`config.mk`:
```
export PLATFORM = sky130hd
export DESIGN_NAME = adc_sample_output_formatter
export DESIGN_NICKNAME = d
export VERILOG_FILES = /design/src/shared/adc_fmt_pkg.sv /design/src/sync_stage.sv /design/src/adc_sample_output_formatter.sv
export SDC_FILE = /design/constraint.sdc
export NUM_CORES = 1
export LEC_CHECK = 0
export BUFFER_PORTS_ARGS = -buffer_cell sky130_fd_sc_hd__clkbuf_2
export CORE_ASPECT_RATIO = 1.75
export CORE_MARGIN = 2
export CORE_UTILIZATION = 45
export CTS_CLUSTER_SIZE = 8
export DETAILED_ROUTE_END_ITERATION = 12
export PLACE_DENSITY = 0.71
export SYNTH_ARGS = -nofsm -noshare
export SYNTH_HDL_FRONTEND = slang
export SYNTH_SLANG_ARGS = --single-unit
```
`constraint.sdc`:
```
create_clock -name mclk -period 1.8 [get_ports mclk]
set_input_delay 0.36 -clock mclk [delete_from_list [all_inputs] [get_ports mclk]]
set_output_delay 0.36 -clock mclk [all_outputs]
set_load 0.05 [all_outputs]
```
`src/shared/adc_fmt_pkg.sv`:
```
// Constants and types shared by the sample output formatter design
package adc_fmt_pkg;

  // ----------------------------------------------------------------
  // Clock and timing
  // ----------------------------------------------------------------
  localparam int unsigned CLK_PERIOD_NS = 20;
  localparam int unsigned QUIET_TIME_NS = 1000;
  localparam int unsigned QUIET_CYCLES  = (QUIET_TIME_NS / CLK_PERIOD_NS > 0) ?
                                          QUIET_TIME_NS / CLK_PERIOD_NS : 1;
  localparam int unsigned QUIET_W       = 8;

  // ----------------------------------------------------------------
  // Sample coding
  // ----------------------------------------------------------------
  localparam int unsigned CODE_W   = 8;
  localparam logic [7:0]  CODE_MIN = 8'h00;
  localparam logic [7:0]  CODE_MAX = 8'hff;

  // ----------------------------------------------------------------
  // Register byte offsets
  // ----------------------------------------------------------------
  localparam logic [7:0] OFS_CTRL   = 8'h00;
  localparam logic [7:0] OFS_STATE  = 8'h04;
  localparam logic [7:0] OFS_IRQ_ST = 8'h08;
  localparam logic [7:0] OFS_IRQ_MK = 8'h0c;
  localparam logic [7:0] OFS_COUNT  = 8'h10;

  // ----------------------------------------------------------------
  // Field positions and reset values
  // ----------------------------------------------------------------
  localparam int unsigned CTRL_EDGE_LSB = 0;
  localparam int unsigned CTRL_EDGE_W   = 2;
  localparam logic [1:0]  EDGE_AUTO     = 2'h0;
  localparam logic [1:0]  EDGE_TRUE_UP  = 2'h1;
  localparam logic [1:0]  EDGE_INV_DN   = 2'h2;
  localparam logic [1:0]  CTRL_RESET    = 2'h0;

  localparam int unsigned ST_CODE_LSB   = 0;
  localparam int unsigned ST_FLAG_BIT   = 8;
  localparam int unsigned ST_TRUE_BIT   = 9;
  localparam int unsigned ST_INV_BIT    = 10;
  localparam int unsigned ST_MODE_LSB   = 12;

  localparam int unsigned IRQ_SAMPLE    = 0;
  localparam int unsigned IRQ_RANGE     = 1;
  localparam int unsigned IRQ_W         = 2;
  localparam logic [1:0]  IRQ_MK_RESET  = 2'h0;

  // ----------------------------------------------------------------
  // Sampling edge modes
  // ----------------------------------------------------------------
  typedef enum logic [3:0] {
    MODE_IDLE    = 4'b0001,
    MODE_TRUE_UP = 4'b0010,
    MODE_INV_DN  = 4'b0100,
    MODE_DIFF    = 4'b1000
  } edge_mode_t;

endpackage

```
`src/sync_stage.sv`:
```
// Two flip-flop synchroniser for a group of asynchronous levels
`timescale 1ns/1ps
module sync_stage #(
  parameter int unsigned WIDTH = 1
) (
  // Clock
  input  wire logic             mclk,
  // Levels
  input  wire logic [WIDTH-1:0] async_in,
  output logic      [WIDTH-1:0] sync_out
);

  logic [WIDTH-1:0] meta;

  // Not reset: after release the stages already hold real pin levels,
  // so no false edge or wrong coding appears downstream
  always_ff @(posedge mclk) begin
    meta     <= async_in;
    sync_out <= meta;
  end

endmodule

```
`src/adc_sample_output_formatter.sv`:
```
// Sample clock edge selection, output coding and range flag with AHB-Lite control
//
// Implementation choices: the address map and the AHB-Lite interface to the registers.
`timescale 1ns/1ps
module adc_sample_output_formatter
  import adc_fmt_pkg::*;
#(
  parameter int unsigned QUIET_LIMIT = QUIET_CYCLES
) (
  // Clock and reset
  input  wire logic        mclk,
  input  wire logic        reset,
  // AHB-Lite slave
  input  wire logic        hsel,
  input  wire logic [31:0] haddr,
  input  wire logic [1:0]  htrans,
  input  wire logic        hwrite,
  input  wire logic [2:0]  hsize,
  input  wire logic [31:0] hwdata,
  input  wire logic        hready,
  output logic             hreadyout,
  output logic             hresp,
  output logic      [31:0] hrdata,
  // Sample clock pins
  input  wire logic        clk_true,
  input  wire logic        clk_inv,
  // Quantiser result pins
  input  wire logic [7:0]  quant_code,
  input  wire logic        quant_under,
  input  wire logic        quant_over,
  // Mode pins
  input  wire logic        coding_select_n,
  input  wire logic        output_enable_n,
  // Sample outputs
  output logic      [7:0]  sample_code_bits,
  output logic             sample_code_oe_n,
  output logic             range_exceeded_flag,
  output logic             range_flag_oe_n,
  // Interrupt
  output logic             irq
);

  // ----------------------------------------------------------------
  // Pin synchronisers
  // ----------------------------------------------------------------
  localparam int unsigned PIN_W = 14;

  logic [PIN_W-1:0] pins_sync;
  logic             s_clk_true;
  logic             s_clk_inv;
  logic [7:0]       s_code;
  logic             s_under;
  logic             s_over;
  logic             s_tc_n;
  logic             s_oe_n;

  sync_stage #(
    .WIDTH (PIN_W)
  ) u_pin_sync (
    .mclk     (mclk),
    .async_in ({clk_true, clk_inv, quant_code, quant_under, quant_over,
                coding_select_n, output_enable_n}),
    .sync_out (pins_sync)
  );

  assign s_clk_true = pins_sync[13];
  assign s_clk_inv  = pins_sync[12];
  assign s_code     = pins_sync[11:4];
  assign s_under    = pins_sync[3];
  assign s_over     = pins_sync[2];
  assign s_tc_n     = pins_sync[1];
  assign s_oe_n     = pins_sync[0];

  // ----------------------------------------------------------------
  // Clock edge detection
  // ----------------------------------------------------------------
  logic prev_true;
  logic prev_inv;
  logic true_rise;
  logic true_toggle;
  logic inv_fall;
  logic inv_toggle;

  // Follows the pins through reset too, so release brings no false edge
  always_ff @(posedge mclk) begin
    prev_true <= s_clk_true;
    prev_inv  <= s_clk_inv;
  end

  assign true_rise   = s_clk_true & ~prev_true;
  assign true_toggle = s_clk_true ^ prev_true;
  assign inv_fall    = ~s_clk_inv & prev_inv;
  assign inv_toggle  = s_clk_inv ^ prev_inv;

  // ----------------------------------------------------------------
  // Activity watch: an input is quiet after QUIET_LIMIT idle cycles
  // ----------------------------------------------------------------
  logic [QUIET_W-1:0] true_idle;
  logic [QUIET_W-1:0] inv_idle;
  logic               true_active;
  logic               inv_active;
  localparam logic [QUIET_W-1:0] IDLE_TOP = QUIET_W'(QUIET_LIMIT);

  always_ff @(posedge mclk) begin
    if (reset) begin
      true_idle <= IDLE_TOP;
    end else if (true_toggle) begin
      true_idle <= '0;
    end else if (true_idle != IDLE_TOP) begin
      true_idle <= true_idle + QUIET_W'(1);
    end
  end

  always_ff @(posedge mclk) begin
    if (reset) begin
      inv_idle <= IDLE_TOP;
    end else if (inv_toggle) begin
      inv_idle <= '0;
    end else if (inv_idle != IDLE_TOP) begin
      inv_idle <= inv_idle + QUIET_W'(1);
    end
  end

  assign true_active = (true_idle != IDLE_TOP);
  assign inv_active  = (inv_idle != IDLE_TOP);

  // ----------------------------------------------------------------
  // Edge mode state machine
  // ----------------------------------------------------------------
  logic [1:0] edge_sel;
  edge_mode_t mode;
  edge_mode_t next_mode;
  logic       sample_strobe;

  always_comb begin
    next_mode = MODE_IDLE;
    if (edge_sel == EDGE_TRUE_UP) begin
      next_mode = MODE_TRUE_UP;
    end else if (edge_sel == EDGE_INV_DN) begin
      next_mode = MODE_INV_DN;
    end else if (true_active && inv_active) begin
      next_mode = MODE_DIFF;
    end else if (true_active) begin
      next_mode = MODE_TRUE_UP;
    end else if (inv_active) begin
      next_mode = MODE_INV_DN;
    end
  end

  always_ff @(posedge mclk) begin
    if (reset) begin
      mode <= MODE_IDLE;
    end else begin
      mode <= next_mode;
    end
  end

  always_comb begin
    case (mode)
      MODE_TRUE_UP: sample_strobe = true_rise;
      MODE_INV_DN:  sample_strobe = inv_fall;
      MODE_DIFF:    sample_strobe = true_rise;
      default:      sample_strobe = 1'b0;
    endcase
  end

  // ----------------------------------------------------------------
  // Sample capture with saturation
  // ----------------------------------------------------------------
  logic [7:0]  held_code;
  logic        held_flag;
  logic [7:0]  next_code;
  logic [31:0] sample_count;

  always_comb begin
    next_code = s_code;
    if (s_under) begin
      next_code = CODE_MIN;
    end else if (s_over) begin
      next_code = CODE_MAX;
    end
  end

  always_ff @(posedge mclk) begin
    if (reset) begin
      held_code <= CODE_MIN;
      held_flag <= 1'b0;
    end else if (sample_strobe) begin
      held_code <= next_code;
      held_flag <= s_under | s_over;
    end
  end

  always_ff @(posedge mclk) begin
    if (reset) begin
      sample_count <= '0;
    end else if (sample_strobe) begin
      sample_count <= sample_count + 32'h0000_0001;
    end
  end

  // ----------------------------------------------------------------
  // Output coding and drive
  // ----------------------------------------------------------------
  // Code and flag leave in the same cycle so a reader always sees a
  // matching pair; capture timing relative to the sample edge is up to
  // the reader.
  always_ff @(posedge mclk) begin
    if (reset) begin
      sample_code_bits    <= CODE_MIN;
      range_exceeded_flag <= 1'b0;
      sample_code_oe_n    <= 1'b1;
      range_flag_oe_n     <= 1'b1;
    end else begin
      sample_code_bits    <= {held_code[7] ^ ~s_tc_n, held_code[6:0]};
      range_exceeded_flag <= held_flag;
      sample_code_oe_n    <= s_oe_n;
      range_flag_oe_n     <= s_oe_n;
    end
  end

  // ----------------------------------------------------------------
  // AHB-Lite address phase
  // ----------------------------------------------------------------
  logic       wr_pend;
  logic [7:0] wr_addr;
  logic       rd_take;
  logic       addr_hit_hi;

  assign hreadyout = 1'b1;
  assign hresp     = 1'b0;
  assign rd_take   = hsel & htrans[1] & hready & ~hwrite;
  assign addr_hit_hi = (haddr[31:8] != 24'h000000);

  always_ff @(posedge mclk) begin
    if (reset) begin
      wr_pend <= 1'b0;
      wr_addr <= 8'h00;
    end else begin
      wr_pend <= hsel & htrans[1] & hready & hwrite & ~addr_hit_hi;
      wr_addr <= haddr[7:0];
    end
  end

  // ----------------------------------------------------------------
  // Control and interrupt registers
  // ----------------------------------------------------------------
  logic [IRQ_W-1:0] irq_status;
  logic [IRQ_W-1:0] irq_mask;
  logic [IRQ_W-1:0] irq_event;
  logic [IRQ_W-1:0] irq_clear;

  assign irq_event   = {sample_strobe & (s_under | s_over), sample_strobe};
  assign irq_clear   = (wr_pend && wr_addr == OFS_IRQ_ST) ? hwdata[IRQ_W-1:0] : '0;

  always_ff @(posedge mclk) begin
    if (reset) begin
      edge_sel <= CTRL_RESET;
    end else if (wr_pend && wr_addr == OFS_CTRL) begin
      edge_sel <= hwdata[CTRL_EDGE_LSB +: CTRL_EDGE_W];
    end
  end

  always_ff @(posedge mclk) begin
    if (reset) begin
      irq_mask <= IRQ_MK_RESET;
    end else if (wr_pend && wr_addr == OFS_IRQ_MK) begin
      irq_mask <= hwdata[IRQ_W-1:0];
    end
  end

  // A new event in the clearing cycle keeps its bit set
  always_ff @(posedge mclk) begin
    if (reset) begin
      irq_status <= '0;
    end else begin
      irq_status <= (irq_status & ~irq_clear) | irq_event;
    end
  end

  always_ff @(posedge mclk) begin
    if (reset) begin
      irq <= 1'b0;
    end else begin
      irq <= |((irq_status & ~irq_clear | irq_event) & irq_mask);
    end
  end

  // ----------------------------------------------------------------
  // Read data, registered in the address phase
  // ----------------------------------------------------------------
  logic [31:0] next_rdata;

  always_comb begin
    next_rdata = 32'h0000_0000;
    if (haddr[7:0] == OFS_CTRL && !addr_hit_hi) begin
      next_rdata[CTRL_EDGE_LSB +: CTRL_EDGE_W] = edge_sel;
    end else if (haddr[7:0] == OFS_STATE) begin
      next_rdata[ST_CODE_LSB +: CODE_W] = held_code;
      next_rdata[ST_FLAG_BIT]           = held_flag;
      next_rdata[ST_TRUE_BIT]           = true_active;
      next_rdata[ST_INV_BIT]            = inv_active;
      next_rdata[ST_MODE_LSB +: 4]      = mode;
    end else if (haddr[7:0] == OFS_IRQ_ST) begin
      next_rdata[IRQ_W-1:0] = irq_status;
    end else if (haddr[7:0] == OFS_IRQ_MK) begin
      next_rdata[IRQ_W-1:0] = irq_mask;
    end else if (haddr[7:0] == OFS_COUNT) begin
      next_rdata = sample_count;
    end
    if (addr_hit_hi) begin
      next_rdata = 32'h0000_0000;
    end
  end

  always_ff @(posedge mclk) begin
    if (reset) begin
      hrdata <= 32'h0000_0000;
    end else if (rd_take) begin
      hrdata <= next_rdata;
    end
  end

endmodule

```
==> results.toml, run 1 <==
[placement]
io_buffer_count = 97
gp_congestion = 0.865
dp_hpwl_mm = 10.1
dp.cells = 878
place_ws_ns = -0.154
placed_area_mm2 = 0.00664

[status]
status = "complete, no violations"

[timing]
slew_violations = 0
worst_slack_ns = 0.0248
setup_viol = 0
rsz0062_at_grt = "yes"
fmax_ghz = 0.563
hold_viol = 0
fin_crit_sh = 0.986
slew_headroom = 0.652
tns_ns = 0
worst_pin_slew_ns = 0.522
clock_skew_ns = 0.00588
period_needed_ns = 1.78

[global_routing]
grt_usage = 0.217
use_met2 = 0.391
antenna_found_initial = 0
met1_usage = 0.233
gr-usage-met3 = 0.0395
grt_pass1_wl_mm = 23.1
grt_overflow_total = 0
grt_pass1_vias = 4928
grt_max_degree = 35
top_usage_layer = "met2"

[pwr]
pwr-share-comb = 0.069
p_per_area_mw_per_mm2 = 1020
leakagePower_nw = 2.99
internal_power_mw = 5.81
clockPowerShare = 0.475
ir_drop_mv = 0.676
switching_power_mw = 1.76
netSwitchingFraction = 0.233
power_frac_seq = 0.456

[finish]
drive_above_1_share = 0.310
syn_to_final_growth_pct = 31.4
final_cell_mix = "dfxtp_1, clkbuf_2, nor2_1"
nets = 831
fin_util = 0.603
fin_cells = 916
layout_commonest_cell = "dfxtp_1"
diodes = 0
final_area_mm2 = 0.00746

[synth]
yosys_warnings = 0
synth_area_leaders = "dfxtp_1, nor2_1, a21oi_1, xnor2_1, a22oi_1"
avgSynthCellArea_um2 = 9.57
synth-edff-count = 0
synth_top_area_share = 0.526
ys.flop_type = "dfxtp_1"
ys_types = 56
synth-seq-cells = 149
yosysTopAreaCell = "dfxtp_1"
synth_cells = 593
synthArstFlopShare = 0
syn_nets = 688
yosysSeqAreaShare = 0.526
syn_area_mm2 = 0.00567

[cts]
clk_path_buf_depth = 2
h-tree-depth = 4
cts_tree = "built"
clock-sinks = 149
clock_latency_ns = 0.41
cts_buffers = 17
cts_hold_buf = 0
clk_pin_slew_ns = 0.06
root_buffer = "clkbuf_16"

[route]
drc = 0
drt_iter0_markers = 247
ant_nets = 0
vias = 4945
wl_per_cell_um = 15.8
drt_first_pass_iters = 4
vias_per_cell = 5.40
drt_wl_total_mm = 14.4

[worst_setup_path]
crit_required_ns = 2.15
reg2reg_to = "sample_count[20]"
r2r_cells = 5
r2r-start = "sample_count[4]"
end_kind = "flop"
rrSetupSlack_ns = 0.02
arrival_ns = 2.12
critPathMaxFanout = 4
crit_type = "flop to flop"
startpoint = "sample_count[4]"
critPathLaunchType = "flop"

[die]
fp.dieArea_mm2 = 0.0136
floorplan.initialDensity = 0.459
die_h_um = 153
dieWidth_um = 88.9
placementRows = 54
ios = 134
core_area_mm2 = 0.0124

[hold_path]
holdCritStartpoint = "quant_code[4]"
whs_endpoint = "u_pin_sync.meta[8]"
holdCritPathClass = "input pin to flop"
min_delay_path_depth = 1

[run]
drv_cap = 0
[power groups by stage]
stage               clock, mW  combinational [mW]  sequential (mW)
global route             3.82               0.571             3.46
floorplan                   0               0.268             3.53
detailed placement          0               0.471             3.52
CTS                      3.66               0.492             3.45
finish                   3.60               0.521             3.45
global placement            0               0.452             3.52
[synthesized netlist by cell type (7+ instances only)]
| master | n |
|---|---|
| dfxtp_1 | 149 |
| ha_1 | 7 |
| o211ai_1 | 7 |
| a21oi_1 | 35 |
| nand2_1 | 36 |
| xor2_1 | 9 |
| nor4_1 | 17 |
| nor2_1 | 58 |
| nand3_1 | 22 |
| xnor2_1 | 18 |
| nand4_1 | 14 |
| clkbuf_1 | 21 |
| or3_1 | 14 |
| nor2b_1 | 20 |
| inv_1 | 12 |
| o21ai_0 | 28 |
| a21o_1 | 7 |
| a32oi_1 | 12 |
| nand2b_1 | 9 |
| a22oi_1 | 20 |
[timing repair]
action                                  4_1_cts  5_1_grt
cloned                                        1        0
pin swaps                                     1       10
gates resized for setup                       6       33
endpoints found under the setup margin       12       21
setup buffers                                 2        4
[cells by family (layout without fill, tap and decap cells)]
| logic type | after synthesis | in the layout | synth area share |
|---|---|---|---|
| AO/OA/AOI/OAI | 121 | 121 | 0.136 |
| adder cells (fa/ha/maj) | 9 | 9 | 0.0190 |
| buffers and inverters | 45 | 199 | 0.0357 |
| other | 2 | 2 | 0.00132 |
| XOR/XNOR | 27 | 27 | 0.0417 |
| flip-flops | 149 | 149 | 0.526 |
| AND/OR/NAND/NOR | 233 | 234 | 0.228 |
| multiplexers | 7 | 7 | 0.0126 |
[how the worst max path moves through the flow]
stage / slack, ns / endpoint / depth (start not counted)
after global routing: -0.04 / sample_count[24] / 8
after floorplan: 0.04 / mode[2] / 7
after CTS: 0.002 / sample_count[20] / 8
after global placement: -0.11 / hrdata[10] / 7
final: 0.02 / sample_count[20] / 5
after detailed placement: -0.15 / hrdata[9] / 7
[critical path, cell delays in order, from the launching register on]
cell,delay [ns]
dfxtp_1,0.36
and4_4,0.26
and4_4,0.28
nand4_1,0.19
or4_4,0.47
a21oi_1,0.15
[final cells by class]
type | instances | area [µm²]
Inverter | 12 | 45.0
Multi-Input combinational cell | 400 | 2650
Sequential cell | 149 | 2990
Tap cell | 168 | 210
Clock inverter | 14 | 178
Clock buffer | 17 | 425
Timing Repair Buffer | 156 | 957
Fill cell | 1004 | 4910
[layer usage]
layer	vias to the layer above	wire [µm]
met2	127	7810
met4	0	516
met1	2373	5540
met3	30	572
met5	-	0
li1	2415	-
[registers in the layout, indices dropped and copies added (netlist names), 2 cells and up]
register / count
held_code: 8
sample_count: 32
irq_status: 2
edge_sel: 2
mode: 4
irq_mask: 2
u_pin_sync.meta: 14
true_idle: 8
wr_addr: 8
hrdata: 32
sample_code_bits: 8
u_pin_sync.sync_out: 14
inv_idle: 8
[through the flow]
| step | hold WS (ns) | power [mW] |
|---|---|---|
| 6_report | 0.0416 | 7.58 |
| 5_1_grt | 0.0298 | 7.85 |
| 4_1_cts | 0.0306 | 7.60 |
| 3_5_place_dp | 0.312 | 4.00 |
| 3_3_place_gp | 0.312 | 3.97 |
| 2_1_floorplan | 0.310 | 3.80 |
Note: power is estimated with default switching activity, not from simulation.
==> run 2, diff against run 1 <==
--- a/config.mk
+++ b/config.mk
@@ -12,6 +12,7 @@
 export CTS_CLUSTER_SIZE = 8
 export DETAILED_ROUTE_END_ITERATION = 12
 export PLACE_DENSITY = 0.71
+export RECOVER_POWER = 50
 export SYNTH_ARGS = -nofsm -noshare
 export SYNTH_HDL_FRONTEND = slang
 export SYNTH_SLANG_ARGS = --single-unit
==> run 2 against run 1 <==
Register-to-register slack hardly changed; core utilization hardly changed; clock power about the same; worst hold slack did not move; critical endpoint unchanged.
==> results.toml, run 2 (synthesis gave the netlist of run 1 again) <==
[worst_setup_path]
critPathMaxFanout = 4
crit_type = "flop to flop"
critPathLaunchType = "flop"
end_kind = "flop"
crit_required_ns = 2.15
r2r-start = "sample_count[4]"
reg2reg_to = "sample_count[20]"
rrSetupSlack_ns = 0.02
arrival_ns = 2.12
r2r_cells = 5

[die]
die_h_um = 153
dieWidth_um = 88.9
fp.dieArea_mm2 = 0.0136
ios = 134
placementRows = 54
floorplan.initialDensity = 0.459
core_area_mm2 = 0.0124

[hold_path]
holdCritStartpoint = "quant_code[4]"
whs_endpoint = "u_pin_sync.meta[8]"
holdCritPathClass = "input pin to flop"
min_delay_path_depth = 1

[cts]
clock_latency_ns = 0.41
clk_pin_slew_ns = 0.06
cts_tree = "built"
clk_path_buf_depth = 2
clock-sinks = 149
h-tree-depth = 4
root_buffer = "clkbuf_16"
cts_hold_buf = 0
cts_buffers = 17

[run]
drv_cap = 0

[global_routing]
grt_usage = 0.217
grt_overflow_total = 0
grt_pass1_vias = 4928
antenna_found_initial = 0
grt_pass1_wl_mm = 23.1
grt_max_degree = 35

[route]
drt_wl_total_mm = 14.4
ant_nets = 0
vias_per_cell = 5.40
drt_iter0_markers = 247
drc = 0
wl_per_cell_um = 15.8
drt_first_pass_iters = 4
vias = 4947

[finish]
nets = 831
diodes = 0
fin_util = 0.603
top_regs = "hrdata: 32 flops, sample_count: 32 flops"
fillers = 1005
layout_commonest_cell = "dfxtp_1"
drive_above_1_share = 0.309
final_cell_mix = "dfxtp_1, clkbuf_2, nor2_1"
syn_to_final_growth_pct = 31.4

[placement]
dp_hpwl_mm = 10.1
io_buffer_count = 97
place_ws_ns = -0.154
gp_congestion = 0.865

[timing]
fin_crit_sh = 0.986
clock_skew_ns = 0.00588
fmax_ghz = 0.563
setup_viol = 0
rsz0062_at_grt = "yes"
worst_pin_slew_ns = 0.522
worst_slack_ns = 0.0248
holdWs_ns = 0.0416
tns_ns = 0
slew_headroom = 0.652
period_needed_ns = 1.78
slew_violations = 0
hold_viol = 0

[pwr]
p_per_area_mw_per_mm2 = 1020
ir_drop_mv = 0.676
leakagePower_nw = 2.99
finalPower_mw = 7.58

[status]
status = "complete, no violations"
-- run 2: cell types whose count changed in the layout (fill, tap and decap cells not counted) --
cell      before  now
clkbuf_1       0    1
clkbuf_2      96   95
-- run 2: final cells by class --
cell class	count	area, µm²	share of cell area
Sequential cell	149	2990	0.401
Multi-Input combinational cell	400	2650	0.355
Timing Repair Buffer	156	956	0.128
Clock buffer	17	425	0.0571
Tap cell	168	210	0.0282
Clock inverter	14	178	0.0238
Inverter	12	45.0	0.00604
-- run 2: worst max-delay path, cell delays in order, from the launching register on --
cell and delay [ns]:
dfxtp_1 0.36, and4_4 0.26, and4_4 0.28, nand4_1 0.19, or4_4 0.47, a21oi_1 0.15
-- run 2: how the worst max path moves through the flow --
stage                               start                to  slack (ns)  cells past startpoint
after floorplan               inv_idle[0]           mode[2]        0.04                      7
after global placement           haddr[1]        hrdata[10]       -0.11                      7
after detailed placement        haddr[20]         hrdata[9]       -0.15                      7
after CTS                       prev_true  sample_count[20]       0.002                      8
after global routing             prev_inv  sample_count[24]       -0.04                      8
final                     sample_count[4]  sample_count[20]        0.02                      5
-- run 2: through the flow --
step	std cells	cell area, µm²
4_1_cts	912	7300
5_1_grt	916	7450
3_3_place_gp	878	6640
3_5_place_dp	878	6640
2_1_floorplan	593	5670
6_report	916	7450
-- run 2: metal layers --
layer,up-vias,wire [µm],global-route usage
met4,0,516,0.108
met2,130,7810,0.391
met1,2372,5530,0.233
met3,30,576,0.0395
met5,-,0,0
li1,2415,-,-
-- run 2: power breakdown --
part / switching [mW] / leakage (nW) / internal, mW
sequential: 0.0611 / 1.22 / 3.39
clock: 1.41 / 0.283 / 2.19
combinational: 0.291 / 1.48 / 0.230
total: 1.76 / 2.99 / 5.81
-- run 2: what timing repair did --
action	4_1_cts	5_1_grt
cloned	1	0
resized for setup	6	33
endpoints found under the setup margin	12	21
buffers inserted	2	4
pin swaps	1	10
